File: src/logic/ctrl_word_pkg.sv
// Purpose: shared constants for the converter control word block
// Assumes: 7-bit register addresses, 16-bit register data, 100 MHz clock
// Notes: the address ranges cover the converter data registers only
package ctrl_word_pkg;
  // bus geometry
  localparam int ADDR_W = 7;
  localparam int DATA_W = 16;
  localparam int ADC_CHANS = 16;
  localparam int ADC_IDX_W = 4;
  localparam int DAC_CHANS = 12;
  localparam int DAC_W = 12;

  // register addresses
  localparam logic [6:0] CTRL_WORD_ADDR = 7'h4C;
  localparam logic [6:0] ADC_DATA_FIRST = 7'h23;
  localparam logic [6:0] ADC_DATA_LAST = 7'h32;
  localparam logic [6:0] DAC_DATA_FIRST = 7'h33;
  localparam logic [6:0] DAC_DATA_LAST = 7'h3E;

  // control word field positions
  localparam int MODE_BIT = 13;
  localparam int TRIG_BIT = 12;
  localparam int LOAD_BIT = 11;
  localparam int REF_BIT = 10;
  localparam int ALARM_EN_BIT = 9;
  localparam int READY_BIT = 7;

  // control word reset value and per-field resets
  localparam logic [15:0] CTRL_WORD_RST = 16'h2000;
  localparam logic MODE_RST = CTRL_WORD_RST[MODE_BIT];
  localparam logic TRIG_RST = CTRL_WORD_RST[TRIG_BIT];
  localparam logic LOAD_RST = CTRL_WORD_RST[LOAD_BIT];
  localparam logic REF_RST = CTRL_WORD_RST[REF_BIT];
  localparam logic ALARM_EN_RST = CTRL_WORD_RST[ALARM_EN_BIT];
  localparam logic READY_RST = CTRL_WORD_RST[READY_BIT];

  // ready pulse timing in continuous mode
  localparam int CLK_PERIOD_NS = 10;
  localparam int READY_PULSE_NS = 1000;
  localparam int READY_PULSE_CYCLES = READY_PULSE_NS / CLK_PERIOD_NS;
  localparam int PULSE_CNT_W = $clog2(READY_PULSE_CYCLES + 1);

  // channel search result: top bit set means no channel found
  localparam logic [4:0] CHAN_NONE = 5'h10;
endpackage : ctrl_word_pkg

File: src/logic/conv_sequencer.sv
// Purpose: steps the input multiplexer through the selected channels
// Assumes: conv_done_i is a one-cycle pulse from the converter core
// Notes: the channel mask is captured when a sequence starts from idle; continuous-mode repeats reuse it
`timescale 1ns/1ps
module conv_sequencer
(
  input wire logic clk_i,          // system clock
  input wire logic arst_n_i,       // async reset, active low
  input wire logic start_i,        // pending trigger
  input wire logic cont_mode_i,    // 1 = repeat sequences
  input wire logic [15:0] chan_mask_i, // selected inputs
  input wire logic conv_done_i,    // converter finished a channel
  output logic conv_start_o,       // start one channel conversion
  output logic [3:0] conv_chan_o,  // multiplexer channel
  output logic seq_begin_o,        // pulse: sequence started
  output logic seq_end_o,          // pulse: last channel finished
  output logic busy_o              // sequence in progress
);
  typedef enum {SEQ_IDLE, SEQ_WAIT} seq_state_e;

  seq_state_e state_r;
  logic [15:0] mask_r;

  // lowest selected channel at or above a start index
  function automatic logic [4:0] find_from(input logic [15:0] mask,
                                           input logic [4:0] from);
    logic [4:0] res;
    res = ctrl_word_pkg::CHAN_NONE;
    for (int k = 15; k >= 0; k--)
    begin
      if (mask[k] && (5'(k) >= from))
        res = 5'(k);
    end
    return res;
  endfunction : find_from

  // a sequence with an empty mask begins and ends in the same cycle
  always_ff @(posedge clk_i or negedge arst_n_i)
  begin
    logic [4:0] pick;
    if (!arst_n_i)
    begin
      state_r <= SEQ_IDLE;
      mask_r <= 16'h0000;
      conv_start_o <= 1'b0;
      conv_chan_o <= 4'h0;
      seq_begin_o <= 1'b0;
      seq_end_o <= 1'b0;
    end
    else
    begin
      // scratch pick is only set off the reset branch
      pick = 5'h00;
      conv_start_o <= 1'b0;
      seq_begin_o <= 1'b0;
      seq_end_o <= 1'b0;
      case (state_r)
        SEQ_IDLE:
        begin
          if (start_i)
          begin
            seq_begin_o <= 1'b1;
            mask_r <= chan_mask_i;
            pick = find_from(chan_mask_i, 5'h00);
            if (pick[4])
              seq_end_o <= 1'b1;
            else
            begin
              conv_chan_o <= pick[3:0];
              conv_start_o <= 1'b1;
              state_r <= SEQ_WAIT;
            end
          end
        end
        SEQ_WAIT:
        begin
          if (conv_done_i)
          begin
            pick = find_from(mask_r, 5'(conv_chan_o) + 5'h01);
            if (!pick[4])
            begin
              conv_chan_o <= pick[3:0];
              conv_start_o <= 1'b1;
            end
            else
            begin
              seq_end_o <= 1'b1;
              pick = find_from(mask_r, 5'h00);
              if (cont_mode_i)
              begin
                // back to the first selected channel
                seq_begin_o <= 1'b1;
                conv_chan_o <= pick[3:0];
                conv_start_o <= 1'b1;
              end
              else
                state_r <= SEQ_IDLE;
            end
          end
        end
        default: state_r <= SEQ_IDLE;
      endcase
    end
  end

  assign busy_o = (state_r == SEQ_WAIT);
endmodule : conv_sequencer

File: src/logic/adc_dac_control_word.sv
// Purpose: converter control and status word with sequencing and load
// Assumes: a serial decoder outside presents one-cycle register strobes
// Notes: output converter data registers live here to track writes
//
// Summary of operation
// (RULE_01) Bits 15, 14 and 8 ignore writes and read as zero.
// (RULE_02) Mode 0: convert selected inputs once in order, then idle.
// (RULE_03) Mode 1: after last channel, return to first and repeat.
// (RULE_04) Repeat until mode written 0; mode bit resets to 1.
// (RULE_05) Trigger bit 1 starts a sequence; clears itself once begun.
// (RULE_06) Load bit 1 moves synchronous channels' data into latches.
// (RULE_07) Only synchronous channels written since last load are reloaded.
// (RULE_08) Outputs follow latches at once; load bit clears after transfer.
// (RULE_09) Reference bit 0: internal buffer off, external reference used.
// (RULE_10) Reference bit 1: internal buffer on, internal reference used.
// (RULE_11) Bit 9 enables the active-low alarm pin; resets to 0.
// (RULE_12) Mode 0: ready flag reads 1 when a sequence has finished.
// (RULE_13) Mode 1: ready flag held at 0.
// (RULE_14) Mode 0: ready pin is the inverse of the ready flag.
// (RULE_15) Mode 1: one 1 us low pulse on ready pin per sequence end.
// (RULE_16) Flag clears on data read, new conversion, or written 0.
// (RULE_17) Status register reads leave the ready flag alone.
// (RULE_18) Writing 0 to trigger or load bits does nothing.
// (RULE_19) Host waits for flag or pin before reading one-shot results.
`timescale 1ns/1ps
module adc_dac_control_word
#(
  parameter int DAC_N = ctrl_word_pkg::DAC_CHANS,   // output converters
  parameter int DAC_BITS = ctrl_word_pkg::DAC_W     // converter width
)
(
  input wire logic CLK_SYS_I,                 // 100 MHz system clock
  input wire logic ARST_N_I,                  // async reset, active low
  input wire logic REG_WR_I,                  // register write strobe
  input wire logic REG_RD_I,                  // register read strobe
  input wire logic [6:0] REG_ADDR_I,          // register address
  input wire logic [15:0] REG_WDATA_I,        // write data
  output logic [15:0] REG_RDATA_O,            // read data, registered
  output logic REG_RVALID_O,                  // read data valid pulse
  input wire logic [15:0] CHAN_SELECT_I,      // selected analog inputs
  input wire logic ADC_CONV_DONE_I,           // channel conversion done
  output logic ADC_CONV_START_O,              // start channel conversion
  output logic [3:0] ADC_CHAN_O,              // multiplexer channel
  input wire logic [DAC_N-1:0] OUTPUT_SYNC_UPDATE_SELECT_I, // 1 = sync
  output logic [DAC_N*DAC_BITS-1:0] DAC_LATCH_O, // latched codes
  output logic REF_BUF_EN_O,                  // internal buffer powered
  output logic REF_INT_SEL_O,                 // 1 = internal reference
  input wire logic ALARM_ACTIVE_I,            // alarm condition present
  output logic ALARM_N_O,                     // alarm pin, active low
  output logic RESULTS_READY_PIN_N_O          // ready pin, active low
);
  localparam int PCW = ctrl_word_pkg::PULSE_CNT_W;
  localparam logic [PCW-1:0] PULSE_LOAD =
    PCW'(ctrl_word_pkg::READY_PULSE_CYCLES);

  // control word fields
  logic conversion_mode_select_r;
  logic soft_convert_trigger_r;
  logic soft_output_load_r;
  logic ref_internal_r;
  logic alarm_enable_r;
  logic results_ready_flag_r;
  logic [PCW-1:0] pulse_cnt_r;

  // output converter storage
  logic [DAC_N*DAC_BITS-1:0] dac_data_r;
  logic [DAC_N*DAC_BITS-1:0] dac_latch_r;
  logic [DAC_N-1:0] dac_dirty_r;

  // decode
  logic ctrl_wr;
  logic adc_rd;
  logic dac_wr;
  logic dac_rd;
  logic [6:0] dac_off;
  logic [3:0] dac_idx;
  logic [15:0] ctrl_word;
  logic [15:0] rdata_nxt;

  // sequencer hand-off
  logic seq_begin;
  logic seq_end;
  logic seq_busy;

  // address window test, shared by several decodes
  function automatic logic in_range(input logic [6:0] a,
                                    input logic [6:0] lo,
                                    input logic [6:0] hi);
    return (a >= lo) && (a <= hi);
  endfunction : in_range

  // register strobe decode; status reads are simply not decoded here
  assign ctrl_wr = REG_WR_I && (REG_ADDR_I == ctrl_word_pkg::CTRL_WORD_ADDR);
  assign adc_rd = REG_RD_I && in_range(REG_ADDR_I,
    ctrl_word_pkg::ADC_DATA_FIRST, ctrl_word_pkg::ADC_DATA_LAST); // RULE_16
  assign dac_wr = REG_WR_I && in_range(REG_ADDR_I,
    ctrl_word_pkg::DAC_DATA_FIRST, ctrl_word_pkg::DAC_DATA_LAST);
  assign dac_rd = REG_RD_I && in_range(REG_ADDR_I,
    ctrl_word_pkg::DAC_DATA_FIRST, ctrl_word_pkg::DAC_DATA_LAST);
  assign dac_off = REG_ADDR_I - ctrl_word_pkg::DAC_DATA_FIRST;
  assign dac_idx = dac_off[3:0];

  // readback image; reserved and lower bits stay zero
  always_comb
  begin
    ctrl_word = 16'h0000; // RULE_01
    ctrl_word[ctrl_word_pkg::MODE_BIT] = conversion_mode_select_r;
    ctrl_word[ctrl_word_pkg::TRIG_BIT] = soft_convert_trigger_r;
    ctrl_word[ctrl_word_pkg::LOAD_BIT] = soft_output_load_r;
    ctrl_word[ctrl_word_pkg::REF_BIT] = ref_internal_r;
    ctrl_word[ctrl_word_pkg::ALARM_EN_BIT] = alarm_enable_r;
    ctrl_word[ctrl_word_pkg::READY_BIT] = results_ready_flag_r;
  end

  // read mux; unmapped addresses answer zero
  always_comb
  begin
    rdata_nxt = 16'h0000;
    if (REG_ADDR_I == ctrl_word_pkg::CTRL_WORD_ADDR)
      rdata_nxt = ctrl_word;
    else if (dac_rd && (int'(dac_idx) < DAC_N))
      rdata_nxt = 16'(dac_data_r[int'(dac_idx)*DAC_BITS +: DAC_BITS]);
  end

  // read data register
  always_ff @(posedge CLK_SYS_I or negedge ARST_N_I)
  begin
    if (!ARST_N_I)
    begin
      REG_RDATA_O <= 16'h0000;
      REG_RVALID_O <= 1'b0;
    end
    else
    begin
      REG_RVALID_O <= REG_RD_I;
      if (REG_RD_I)
        REG_RDATA_O <= rdata_nxt;
    end
  end

  // mode: stops only at the end of the running sequence
  always_ff @(posedge CLK_SYS_I or negedge ARST_N_I)
  begin
    if (!ARST_N_I)
      conversion_mode_select_r <= ctrl_word_pkg::MODE_RST; // RULE_04
    else if (ctrl_wr)
      conversion_mode_select_r <= REG_WDATA_I[ctrl_word_pkg::MODE_BIT];
  end

  // trigger: a new write of 1 beats the self-clear in the same cycle
  always_ff @(posedge CLK_SYS_I or negedge ARST_N_I)
  begin
    if (!ARST_N_I)
      soft_convert_trigger_r <= ctrl_word_pkg::TRIG_RST;
    else if (ctrl_wr && REG_WDATA_I[ctrl_word_pkg::TRIG_BIT])
      soft_convert_trigger_r <= 1'b1; // RULE_05
    else if (seq_begin)
      soft_convert_trigger_r <= 1'b0; // RULE_05
    // a written 0 leaves the bit as it is
  end // RULE_18

  // load strobe: held one cycle, cleared after the transfer
  always_ff @(posedge CLK_SYS_I or negedge ARST_N_I)
  begin
    if (!ARST_N_I)
      soft_output_load_r <= ctrl_word_pkg::LOAD_RST;
    else if (ctrl_wr && REG_WDATA_I[ctrl_word_pkg::LOAD_BIT])
      soft_output_load_r <= 1'b1; // RULE_18
    else if (soft_output_load_r)
      soft_output_load_r <= 1'b0; // RULE_08
  end

  // reference select and alarm enable
  always_ff @(posedge CLK_SYS_I or negedge ARST_N_I)
  begin
    if (!ARST_N_I)
    begin
      ref_internal_r <= ctrl_word_pkg::REF_RST;
      alarm_enable_r <= ctrl_word_pkg::ALARM_EN_RST; // RULE_11
    end
    else if (ctrl_wr)
    begin
      ref_internal_r <= REG_WDATA_I[ctrl_word_pkg::REF_BIT];
      alarm_enable_r <= REG_WDATA_I[ctrl_word_pkg::ALARM_EN_BIT];
    end
  end

  // reference pins follow the select bit; both flops for clean outputs
  always_ff @(posedge CLK_SYS_I or negedge ARST_N_I)
  begin
    if (!ARST_N_I)
    begin
      REF_BUF_EN_O <= 1'b0;
      REF_INT_SEL_O <= 1'b0;
    end
    else
    begin
      REF_BUF_EN_O <= ref_internal_r;  // RULE_09 RULE_10
      REF_INT_SEL_O <= ref_internal_r; // RULE_09 RULE_10
    end
  end

  // alarm pin idles high while disabled
  always_ff @(posedge CLK_SYS_I or negedge ARST_N_I)
  begin
    if (!ARST_N_I)
      ALARM_N_O <= 1'b1;
    else
      ALARM_N_O <= ~(alarm_enable_r & ALARM_ACTIVE_I); // RULE_11
  end

  // channel sequencing
  conv_sequencer u_seq
  (
    .clk_i(CLK_SYS_I),
    .arst_n_i(ARST_N_I),
    .start_i(soft_convert_trigger_r),       // RULE_02
    .cont_mode_i(conversion_mode_select_r), // RULE_03
    .chan_mask_i(CHAN_SELECT_I),
    .conv_done_i(ADC_CONV_DONE_I),
    .conv_start_o(ADC_CONV_START_O),
    .conv_chan_o(ADC_CHAN_O),
    .seq_begin_o(seq_begin),
    .seq_end_o(seq_end),
    .busy_o(seq_busy)
  );

  // ready flag: in mode 0 a finishing sequence beats any clear in the same cycle
  always_ff @(posedge CLK_SYS_I or negedge ARST_N_I)
  begin
    if (!ARST_N_I)
      results_ready_flag_r <= ctrl_word_pkg::READY_RST;
    else if (conversion_mode_select_r)
      results_ready_flag_r <= 1'b0; // RULE_13
    else if (seq_end)
      results_ready_flag_r <= 1'b1; // RULE_12
    else if (seq_begin || adc_rd || seq_busy ||
             (ctrl_wr && !REG_WDATA_I[ctrl_word_pkg::READY_BIT]))
      results_ready_flag_r <= 1'b0; // RULE_16 RULE_17
  end

  // continuous-mode pulse width counter
  always_ff @(posedge CLK_SYS_I or negedge ARST_N_I)
  begin
    if (!ARST_N_I)
      pulse_cnt_r <= '0;
    else if (!conversion_mode_select_r)
      pulse_cnt_r <= '0;
    else if (seq_end)
      pulse_cnt_r <= PULSE_LOAD; // RULE_15
    else if (pulse_cnt_r != '0)
      pulse_cnt_r <= pulse_cnt_r - PCW'(1);
  end

  // ready pin, one cycle behind its source
  always_ff @(posedge CLK_SYS_I or negedge ARST_N_I)
  begin
    if (!ARST_N_I)
      RESULTS_READY_PIN_N_O <= 1'b1;
    else if (conversion_mode_select_r)
      RESULTS_READY_PIN_N_O <= (pulse_cnt_r == '0); // RULE_15
    else
      RESULTS_READY_PIN_N_O <= ~results_ready_flag_r; // RULE_14
  end

  // data registers take every write, whatever the update mode
  always_ff @(posedge CLK_SYS_I or negedge ARST_N_I)
  begin
    if (!ARST_N_I)
      dac_data_r <= '0;
    else
    begin
      for (int i = 0; i < DAC_N; i++)
      begin
        if (dac_wr && (int'(dac_idx) == i))
          dac_data_r[i*DAC_BITS +: DAC_BITS] <= REG_WDATA_I[DAC_BITS-1:0];
      end
    end
  end

  // written-since-load marks; a write beats the clear of the same cycle
  always_ff @(posedge CLK_SYS_I or negedge ARST_N_I)
  begin
    if (!ARST_N_I)
      dac_dirty_r <= '0;
    else
    begin
      for (int i = 0; i < DAC_N; i++)
      begin
        if (dac_wr && (int'(dac_idx) == i))
          dac_dirty_r[i] <= OUTPUT_SYNC_UPDATE_SELECT_I[i]; // RULE_07
        else if (soft_output_load_r && OUTPUT_SYNC_UPDATE_SELECT_I[i])
          dac_dirty_r[i] <= 1'b0; // RULE_07
      end
    end
  end

  // latches: async channels follow writes, sync ones wait for the load;
  // a write landing with the load goes out on the next load, not this one
  always_ff @(posedge CLK_SYS_I or negedge ARST_N_I)
  begin
    if (!ARST_N_I)
      dac_latch_r <= '0;
    else
    begin
      for (int i = 0; i < DAC_N; i++)
      begin
        if (!OUTPUT_SYNC_UPDATE_SELECT_I[i])
        begin
          if (dac_wr && (int'(dac_idx) == i))
            dac_latch_r[i*DAC_BITS +: DAC_BITS] <=
              REG_WDATA_I[DAC_BITS-1:0];
        end
        else if (soft_output_load_r && dac_dirty_r[i]) // RULE_06 RULE_07
          dac_latch_r[i*DAC_BITS +: DAC_BITS] <=
            dac_data_r[i*DAC_BITS +: DAC_BITS]; // RULE_06
      end
    end
  end

  // converter codes leave straight from the latches
  assign DAC_LATCH_O = dac_latch_r; // RULE_08
endmodule : adc_dac_control_word

File: config.mk
export PLATFORM = sky130hd
export DESIGN_NAME = adc_dac_control_word
export DESIGN_NICKNAME = d
export VERILOG_FILES = /design/src/logic/ctrl_word_pkg.sv /design/src/logic/conv_sequencer.sv /design/src/logic/adc_dac_control_word.sv
export SDC_FILE = /design/constraint.sdc
export NUM_CORES = 1
export LEC_CHECK = 0
export ABC_CLOCK_PERIOD_IN_PS = 3600
export BUFFER_PORTS_ARGS = -buffer_cell sky130_fd_sc_hd__buf_2
export CAP_MARGIN = 10
export CORE_MARGIN = 1.5
export CORE_UTILIZATION = 40
export CTS_BUF_LIST = sky130_fd_sc_hd__clkbuf_8
export DETAILED_ROUTE_END_ITERATION = 12
export PLACE_DENSITY = 0.59
export SKIP_LAST_GASP = 1
export SLEW_MARGIN = 25
export SYNTH_ARGS = -nofsm -noshare
export SYNTH_HDL_FRONTEND = slang
export SYNTH_SLANG_ARGS = --single-unit
File: constraint.sdc
create_clock -name CLK_SYS_I -period 3.6 [get_ports CLK_SYS_I]
set_input_delay 0.36 -clock CLK_SYS_I [delete_from_list [all_inputs] [get_ports CLK_SYS_I]]
set_output_delay 0.36 -clock CLK_SYS_I [all_outputs]
set_load 0.05 [all_outputs]
# Word-level counts from Yosys, hierarchy flattened
# Cells that the tools add are included.
op_classes:
  n_mul: 1
  n_lt_le_gt_ge: 21
  reduce_logical: 112
  n_mux: 151
  n_eq_ne: 33
  n_shift: 1
  n_addsub: 3
  bitwise: 3
op_table:
  columns: ["cell", "n"]
  rows:
  - ["$mux 12", 37]
  - ["$mux 5", 36]
  - ["$mux 32", 5]
  - ["$shiftx 144x9->12", 1]
  - ["$mux 4", 21]
  - ["$pmux 32 s2", 1]
  - ["$logic_and 1x1->1", 62]
  - ["$reduce_bool 2->1", 26]
  - ["$mux 1", 43]
  - ["$ge 4x5->1 const A", 8]
  - ["$eq 32x1->1 const B", 1]
  - ["$eq 32x2->1 const B", 1]
  - ["$eq 4x4->1 const B", 8]
  - ["$logic_not 32->1", 1]
  - ["$ne 2x1->1 const B", 13]
  - ["$reduce_and 2->1", 13]
  - ["$mux 7", 3]
  - ["$ge 3x5->1 const A", 4]
  - ["$ge 7x6->1 const B", 2]
  - ["$le 7x6->1 const B", 2]
  - ["$mux 14", 1]
  - ["$ge 1x5->1 const A", 2]
  - ["$ge 2x5->1 const A", 2]
  - ["$reduce_and 5->1", 2]
  - ["other kinds (21)", 30]
word_totals:
  wordCells: 379
  inputBits: 57
  output_inout_bits: 170
  register_bits: 388

# Depth between registers and ports, before layout
# Gate-level depths: netlist of run 1.
logic_depth:
  ltp_word: 24
  mapped_depth: 13

# By module
# Synthesis of run 1 repeated with hierarchy kept, for this count alone.
unflattened:
  cells_unflattened: 1799
  hier_area_um2: 18395.1
by_module_without_submodules:
  columns: ["module", "seq_area_each_um2", "instances", "cells_each", "area_per_inst_um2"]
  rows:
  - ["adc_dac_control_word", 8286.7, 1, 1537, 16221.8]
  - ["conv_sequencer", 600.6, 1, 262, 2173.3]

# Least setup slack after synthesis of run 1
# No wires, ideal clock.
synth_path:
  path_type: "input port to flip-flop"
  startpoint: "input REG_ADDR_I[0]"
  endpoint: "register REG_RDATA_O[11]"
  arrival_time_ns: 3.372
  setup_time_ns: 0.137
  setup_slack_ns: 0.091
  path_stages: 12
  t_required_ns: 3.463
  cell_sequence: "buf_1 -> clkbuf_1 -> inv_1 -> ha_1 -> clkbuf_1 -> buf_1 -> mux4_2 -> mux2_2 -> a21oi_1 -> nor2_1 -> a21oi_1 -> a21oi_1"
synth_via:
  elab_chain_len: 6
  elab_cells_between_ends: 12
  cone_classes: "1 x add/sub; 1 x mul; 3 x order compare; 1 x eq/ne; 1 x shift; 2 x mux; 3 x reduce/logical"
synth_lines:
  columns: ["item", "line_no", "source"]
  rows:
  - ["start, declared", "adc_dac_control_word.sv:36", "input wire logic [6:0] REG_ADDR_I,"]
  - ["parallel branches: the longest is 5 deep, another holds $mul 4x2->6", null, null]
  - ["$mux 14 *", "adc_dac_control_word.sv:119", "if (REG_ADDR_I == ctrl_word_pkg::CTRL_WORD_ADDR)"]
  - ["end signal, assigned", "adc_dac_control_word.sv:137", "REG_RDATA_O <= rdata_nxt;"]
  - ["end, declared", "adc_dac_control_word.sv:38", "output logic [15:0] REG_RDATA_O,"]
# Every way passes the cells marked *.
# A chain may end at the register's enable or synchronous reset.

# Final worst setup path of run 1
layout_path:
  startpoint: "register u_seq.conv_chan_o[0]"
  endpoint: "register u_seq.conv_chan_o[0]"
layout_via:
  elab_chain_len: 24
  elab_cells_between_ends: 56
  cone_classes: "1 x add/sub; 16 x order compare; 1 x eq/ne; 21 x mux; 17 x reduce/logical"
layout_lines:
  columns: ["item", "line_no", "source"]
  rows:
  - ["start, declared", "conv_sequencer.sv:14", "output logic [3:0] conv_chan_o,"]
  - ["start signal, assigned", "conv_sequencer.sv:69", "conv_chan_o <= pick[3:0];"]
  - ["start signal, assigned", "conv_sequencer.sv:82", "conv_chan_o <= pick[3:0];"]
  - ["start signal, assigned", "conv_sequencer.sv:93", "conv_chan_o <= pick[3:0];"]
  - ["$add 4x1->5 *", "conv_sequencer.sv:79", "pick = find_from(mask_r, 5'(conv_chan_o) + 5'h01);"]
  - ["$ge 4x5->1", "conv_sequencer.sv:31", "if (mask[k] && (5'(k) >= from))"]
  - ["$logic_and 1x1->1", "conv_sequencer.sv:31", null]
  - ["$mux 5 (15 in series)", "conv_sequencer.sv:31", null]
  - ["$mux 5 *", "conv_sequencer.sv:31", null]
  - ["$mux 5 *", "conv_sequencer.sv:77", "if (conv_done_i)"]
  - ["$mux 5 *", "conv_sequencer.sv:57", "case (state_r)"]
  - ["$mux 4", "conv_sequencer.sv:80", "if (!pick[4])"]
  - ["$mux 4", "conv_sequencer.sv:77", null]
  - ["$pmux 4 s2", "conv_sequencer.sv:57", null]
# Every way passes the cells marked *; elsewhere a longest branch is shown, timed or not. The select of a mux whose other input is x is not followed.

==> results of run 1 <==
==> worst max-delay path, cell delays in order, from the launching register on <==
cell       delay, ps
dfrtp_1          460
buf_4            190
ha_1             230
buf_4            200
xnor2_2          320
nor4b_1          100
nor3_1           320
a2bb2oi_1        270
nor3_1           100
or4_1            510
a211o_1          290
a211oi_2         170
==> cells in the final DEF, fill, tap and decap left out, types with 23 or more instances in the layout <==
cell / Yosys / routed
nand3_1: 23 / 23
mux4_2: 36 / 36
buf_4: 3 / 44
nor2_1: 203 / 203
buf_2: 4 / 221
inv_1: 31 / 46
a21oi_1: 190 / 190
mux2i_1: 157 / 157
dfrtp_1: 352 / 351
nand2_1: 78 / 78
o21ai_0: 26 / 26
mux2_2: 161 / 161
clkbuf_8: 0 / 84
==> metal layers <==
| metal | routed length (um) | track usage [%] |
|---|---|---|
| met1 | 23500 | 32.6 |
| met2 | 23300 | 36.3 |
| met3 | 2720 | 4.63 |
| met4 | 1190 | 6.82 |
| met5 | 12 | 0 |
==> sequential cells by signal (all words and copies together), names as in the netlist <==
name and cells:
ALARM_N_O 1, DAC_LATCH_O 144, REF_INT_SEL_O 1, REG_RDATA_O 14, REG_RVALID_O 1, RESULTS_READY_PIN_N_O 1, alarm_enable_r 1, conversion_mode_select_r 1
dac_data_r 144, dac_dirty_r 12, pulse_cnt_r 7, ref_internal_r 1, results_ready_flag_r 1, soft_convert_trigger_r 1, soft_output_load_r 1, u_seq.conv_chan_o 4
u_seq.conv_start_o 1, u_seq.mask_r 16, u_seq.seq_begin_o 1, u_seq.seq_end_o 1, u_seq.state_r 1
==> report_power, final <==
part | total, W | switching [W] | leakage (nW) | internal (W)
registers | 0.00489 | 0.000457 | 4.77 | 0.00443
logic | 0.00336 | 0.00214 | 4.87 | 0.00122
clock network | 0.00374 | 0.00168 | 0.720 | 0.00206
total | 0.0120 | 0.00428 | 10.4 | 0.00772
==> final timing paths <==
kind	to	cells past startpoint	start	slack, ps
hold reg to reg	REF_INT_SEL_O$_DFF_PN0_	0	ref_internal_r$_DFFE_PN0P_	450
hold / removal	soft_output_load_r$_DFF_PN0_	2	REG_WR_I	60
min in group asynchronous	DAC_LATCH_O[32]$_DFFE_PN0P_	2	ARST_N_I	300
setup / recovery	u_seq.conv_chan_o[0]$_DFFE_PN0P_	11	u_seq.conv_chan_o[0]$_DFFE_PN0P_	360
setup reg to reg	u_seq.conv_chan_o[0]$_DFFE_PN0P_	11	u_seq.conv_chan_o[0]$_DFFE_PN0P_	360
max in group asynchronous	ALARM_N_O$_DFF_PN1_	3	ARST_N_I	2360
==> stage by stage <==
stage / util (%) / power [W]
final: 48.3 / 0.0120
after global routing: 48.3 / 0.0126
after CTS: 48.3 / 0.0121
after detailed placement: 44.8 / 0.00830
after global placement: 44.8 / 0.00827
after floorplan: - / 0.00726
==> cells by family (layout without fill, tap and decap cells) <==
logic type	after synthesis	after routing	synth area share (%)
xor+xnor	8	8	0.451
mux	354	354	24.4
fa+ha+maj	11	11	0.800
other cells	1	3	0.0218
flops	355	355	51.7
compound gates	298	298	9.98
buf+inv	152	430	3.50
simple gates	365	365	9.20
==> what timing repair did <==
| item | 4_1_cts | 5_1_grt |
|---|---|---|
| hold buffers | 19 | 0 |
| hold endpoints to repair | 84 | 0 |
| resized for setup | 0 | 0 |
==> final cells by class <==
| type | count | area [um2] |
|---|---|---|
| antenna | 1 | 2.50 |
| clock buffer | 84 | 1160 |
| clock inverter | 26 | 120 |
| fill | 3936 | 21800 |
| inverter | 32 | 120 |
| multi-input combinational | 1038 | 7730 |
| sequential | 355 | 8890 |
| tap | 539 | 674 |
| timing repair buffer | 288 | 1700 |
==> reports/results.ini, run 1 <==
[placement]
dpl_cell_area_um2 = 18900
pre_cts_slack_ps = 378
place.gp.congestion = 0.844
place_inst = 2233
io_buffers = 222
hpwl_mm = 36.0

[final_layout]
layout.cells.non_filler = 2363
nets = 1842
drive_gt1_share_pct = 31.7
fin_area_um2 = 20400
syn2layout_area_growth_pct = 18.6

[clocking]
clock-root-buffer = clkbuf_8
cts_setup_buffers = 0
clockBufferDepth = 3
numCtsBuffers = 59
clkTransAtPathRegs_ps = 60
cts.sinks = 355
clock_latency_ps = 640
htree_levels = 2
cts_tree = done

[synthesis]
yosysMostFrequentCell = dfrtp_1
synth.avg_cell_area_um2 = 11.1
synth_cell_types = 72
ys_seq_elements = 355
synth_area_leaders = dfrtp_1 51%, mux2_2 11%, mux2i_1 9.1%
yosys_warnings = 0
synth_area_um2 = 17200
synth_common_cells = 352 x dfrtp_1, 203 x nor2_1, 190 x a21oi_1, 161 x mux2_2, 157 x mux2i_1
ys_seq_area_share_pct = 51.7
synth_cells = 1544
synth_top_area_share_pct = 51.2
synth_flop_cell = dfrtp_1
synth_area_leader_cell = dfrtp_1
ys_async_sr_fraction_pct = 100
synth_edf_count = 0

[global_routing]
grt_first_pass_wirelength_mm = 78.8
grt_pass1_vias = 13000
grt_max_degree = 74
antenna_found_initial = 2
overflow = 0
grt.total_usage_pct = 23.2

[drt]
antenna_left = 0
wirelength_mm = 50.8
via_per_inst = 5.42
num_vias = 12800
drt_iter0_drc = 983
drc = 0
avgRoutedWirePerCell_um = 21.5
drtPass1Iterations = 5

[sta]
max_slew_margin_pct = 49.8
fin_skew_ps = 16.6
fin_crit_sh_pct = 90.1
setup_viol = 0
period_needed_ps = 3240
worst_hold_slack_ps = 56.2
drv_slew = 0
tightest_slew_ps = 749
fin_ws_ps = 355
hold_viol = 0
setup_tns_ps = 0
max_freq_mhz = 308
rsz0062_at_grt = false

[critical_path]
arrival_ps = 3810
cp-end-kind = flip-flop
crit_required_ps = 4160
startpoint_type = flip-flop
cp_max_fo = 15
criticalPathCategory = flip-flop to flip-flop

[power]
leakage_nw = 10.4
p_per_area_nw_per_um2 = 588
vdd_drop_max_mv = 0.265

[run_status]
status = completed

[floorplan]
num_io_pins = 227
initial_core_util_pct = 40.7
core_um2 = 42200
num_rows = 75
dieWidth_um = 210
chipHeight_um = 210
die_area_um2 = 44300

[job]
drv_cap = 0

[worst_hold_path]
min_path_type = input pin to flip-flop

Note: power is estimated with default switching activity, not from simulation.
==> inputs of run 2 (changes only) <==
--- a/config.mk
+++ b/config.mk
@@ -5,6 +5,7 @@
 export SDC_FILE = /design/constraint.sdc
 export NUM_CORES = 1
 export LEC_CHECK = 0
+export ABC_AREA = 1
 export ABC_CLOCK_PERIOD_IN_PS = 3600
 export BUFFER_PORTS_ARGS = -buffer_cell sky130_fd_sc_hd__buf_2
 export CAP_MARGIN = 10
==> run 2 against run 1 <==
Compared with the run above:
- cell count grew 23%
- core utilization shrank 0.60 points
- fmax grew 18%
- via count grew 22%
- synthesized cell count grew 38%
- clock-buffer cell count shrank 8
- flip-flop and latch count is the same
- register-to-register slack gained 490 ps
- setup slack gained 490 ps
- routed wire length grew 12%
- sequential power grew 2%
- total power grew 2.5%
==> reports/results.ini, run 2 <==
[run_status]
status = completed

[power]
leakage_nw = 9.92
power_w = 0.0123
vdd_drop_max_mv = 0.439
swShare_pct = 37.5
p_comb_share_pct = 27.6
switchingPower_w = 0.00461
p_per_area_nw_per_um2 = 612
pwr-share-seq_pct = 40.6
clkPwrFrac_pct = 31.8
cellInternalPower_w = 0.00768

[synthesis]
synth_top_area_share_pct = 51.3
synth_xor_area_share_pct = 0.146
synth_edf_count = 0
synth-simple-area-share_pct = 19.8
yosys_warnings = 0
synthAdderAreaFrac_pct = 0.801
synth_cell_types = 57
synth_area_leaders = dfrtp_1 51%, nand2_1 9.1%, o21ai_0 7.7%
synth_area_um2 = 17200
synth_flop_cell = dfrtp_1
synth.avg_cell_area_um2 = 8.09
yosysMostFrequentCell = nand2_1
synth_area_leader_cell = dfrtp_1
ys_seq_area_share_pct = 51.7
synth_compound_area_share_pct = 20.3
synth_top_family_by_area = compound AO/OA/AOI/OAI gates
ys_seq_elements = 355
ys_async_sr_fraction_pct = 100
synth_cells = 2125
synth_common_cells = 416 x nand2_1, 352 x dfrtp_1, 287 x nor2_1, 264 x o21ai_0, 244 x a21oi_1
muxShareOfSynthArea_pct = 0

[placement]
io_buffers = 222
place.gp.congestion = 0.897
hpwl_mm = 39.3
place_inst = 2772

[sta]
setup_viol = 0
hold_viol = 0
worst_hold_slack_ps = 101
max_freq_mhz = 362
drv_slew = 0
fin_skew_ps = 26.4
max_slew_margin_pct = 40.7
setup_tns_ps = 0
fin_crit_sh_pct = 76.6
period_needed_ps = 2760
tightest_slew_ps = 884
rsz0062_at_grt = false

[critical_path]
worst_r2r_startpoint = u_seq.conv_chan_o[0]$_DFFE_PN0P_
rr_endpoint = u_seq.conv_chan_o[0]$_DFFE_PN0P_
criticalPathCategory = flip-flop to flip-flop
rrSetupSlack_ps = 840
crit_path_end = u_seq.conv_chan_o[0]$_DFFE_PN0P_
cp_max_fo = 12
startpoint = u_seq.conv_chan_o[0]$_DFFE_PN0P_
crit_required_ps = 4110
worstRegToRegCells = 14
arrival_ps = 3270
startpoint_type = flip-flop
cp-end-kind = flip-flop

[final_layout]
syn2layout_area_growth_pct = 17.0
layout.cells.non_filler = 2907
multiInputGateArea_um2 = 7060
final_cell_mix = 416 x nand2_1, 352 x dfrtp_1, 287 x nor2_1
ff_latch_area_um2 = 8890
nFillCells = 4160
final_common_cell = nand2_1
nets = 2384
drive_gt1_share_pct = 18.3

[floorplan]
num_io_pins = 227
initial_core_util_pct = 40.8
die_area_um2 = 44200
core_um2 = 42100
num_rows = 75
chipHeight_um = 210
dieWidth_um = 210

[drt]
via_per_inst = 5.36
drc = 0
num_vias = 15600
drtPass1Iterations = 5
wirelength_mm = 56.7
avgRoutedWirePerCell_um = 19.5
antenna_left = 0
drt_iter0_drc = 1729

[clocking]
htree_levels = 2
clockBufferDepth = 3
clock-root-buffer = clkbuf_8
cts_tree = done
ctsHoldBuffers = 21
numCtsBuffers = 60
clkTransAtPathRegs_ps = 60
cts.sinks = 355
clock_latency_ps = 660
cts_setup_buffers = 0
cts_resized = 0

[worst_hold_path]
min_path_type = input pin to flip-flop
min_from = OUTPUT_SYNC_UPDATE_SELECT_I[5]

[global_routing]
grt_first_pass_wirelength_mm = 86.7
overflow = 0
grt.total_usage_pct = 25.7
grt_max_degree = 104
grt_pass1_vias = 14600
antenna_found_initial = 4

[job]
drv_cap = 0

-- run 2: worst min-delay path by stage --
stage                     cells after the start  slack (ps)                     endpoint
after floorplan                               0          60   DAC_LATCH_O[0]$_DFFE_PN0P_
after global placement                        0         430      REF_INT_SEL_O$_DFF_PN0_
after detailed placement                      0         400      REF_INT_SEL_O$_DFF_PN0_
after CTS                                     3          40  DAC_LATCH_O[85]$_DFFE_PN0P_
after global routing                          3         110  DAC_LATCH_O[84]$_DFFE_PN0P_
final                                         3         100  DAC_LATCH_O[67]$_DFFE_PN0P_
-- run 2: cell type report --
type,count,area share (%)
Antenna cell,2,0.0249
Clock buffer,76,5.20
Clock inverter,36,1.34
Inverter,172,3.23
Multi-Input combinational cell,1464,35.1
Sequential cell,355,44.2
Tap cell,539,3.36
Timing Repair Buffer,263,7.49
-- run 2: stage by stage --
step	area (um2)	utilization (%)	setup slack [ps]
finish	20100	47.7	841
global route	20100	47.7	604
CTS	20100	47.7	838
detailed placement	18600	44.1	525
global placement	18600	44.1	592
floorplan	17200	-	976
-- run 2: power by group through the flow --
stage	Combinational, W	Sequential, W	Clock [W]
finish	0.00340	0.00499	0.00390
global route	0.00377	0.00506	0.00416
CTS	0.00340	0.00498	0.00399
detailed placement	0.00337	0.00505	0
global placement	0.00333	0.00504	0
floorplan	0.00189	0.00552	0
-- run 2: kinds of logic after synthesis --
kind of cell	after synthesis
compound gates	637
simple gates	812
xor+xnor	2
buf+inv	307
other cells	1
flops	355
fa+ha+maj	11
-- run 2: critical path: stages (launching register included) --
cell	delay, ps
dfrtp_1	660
inv_2	120
ha_1	380
inv_1	140
nand2_1	120
a21oi_1	70
and3_2	220
nor2_1	210
nand3_2	140
nor2_4	160
nand3_2	100
nand2_4	100
inv_2	60
nor2_1	80
a21oi_1	60
-- run 2: routing by layer --
layer  routed length (um)  vias to the layer above  GRT usage [%]
li1                     -                     7438              -
met1                26500                     7374           38.9
met2                24000                      677           37.2
met3                 4600                       99           4.19
met4                 1620                        2           8.96
met5                   11                        -              0
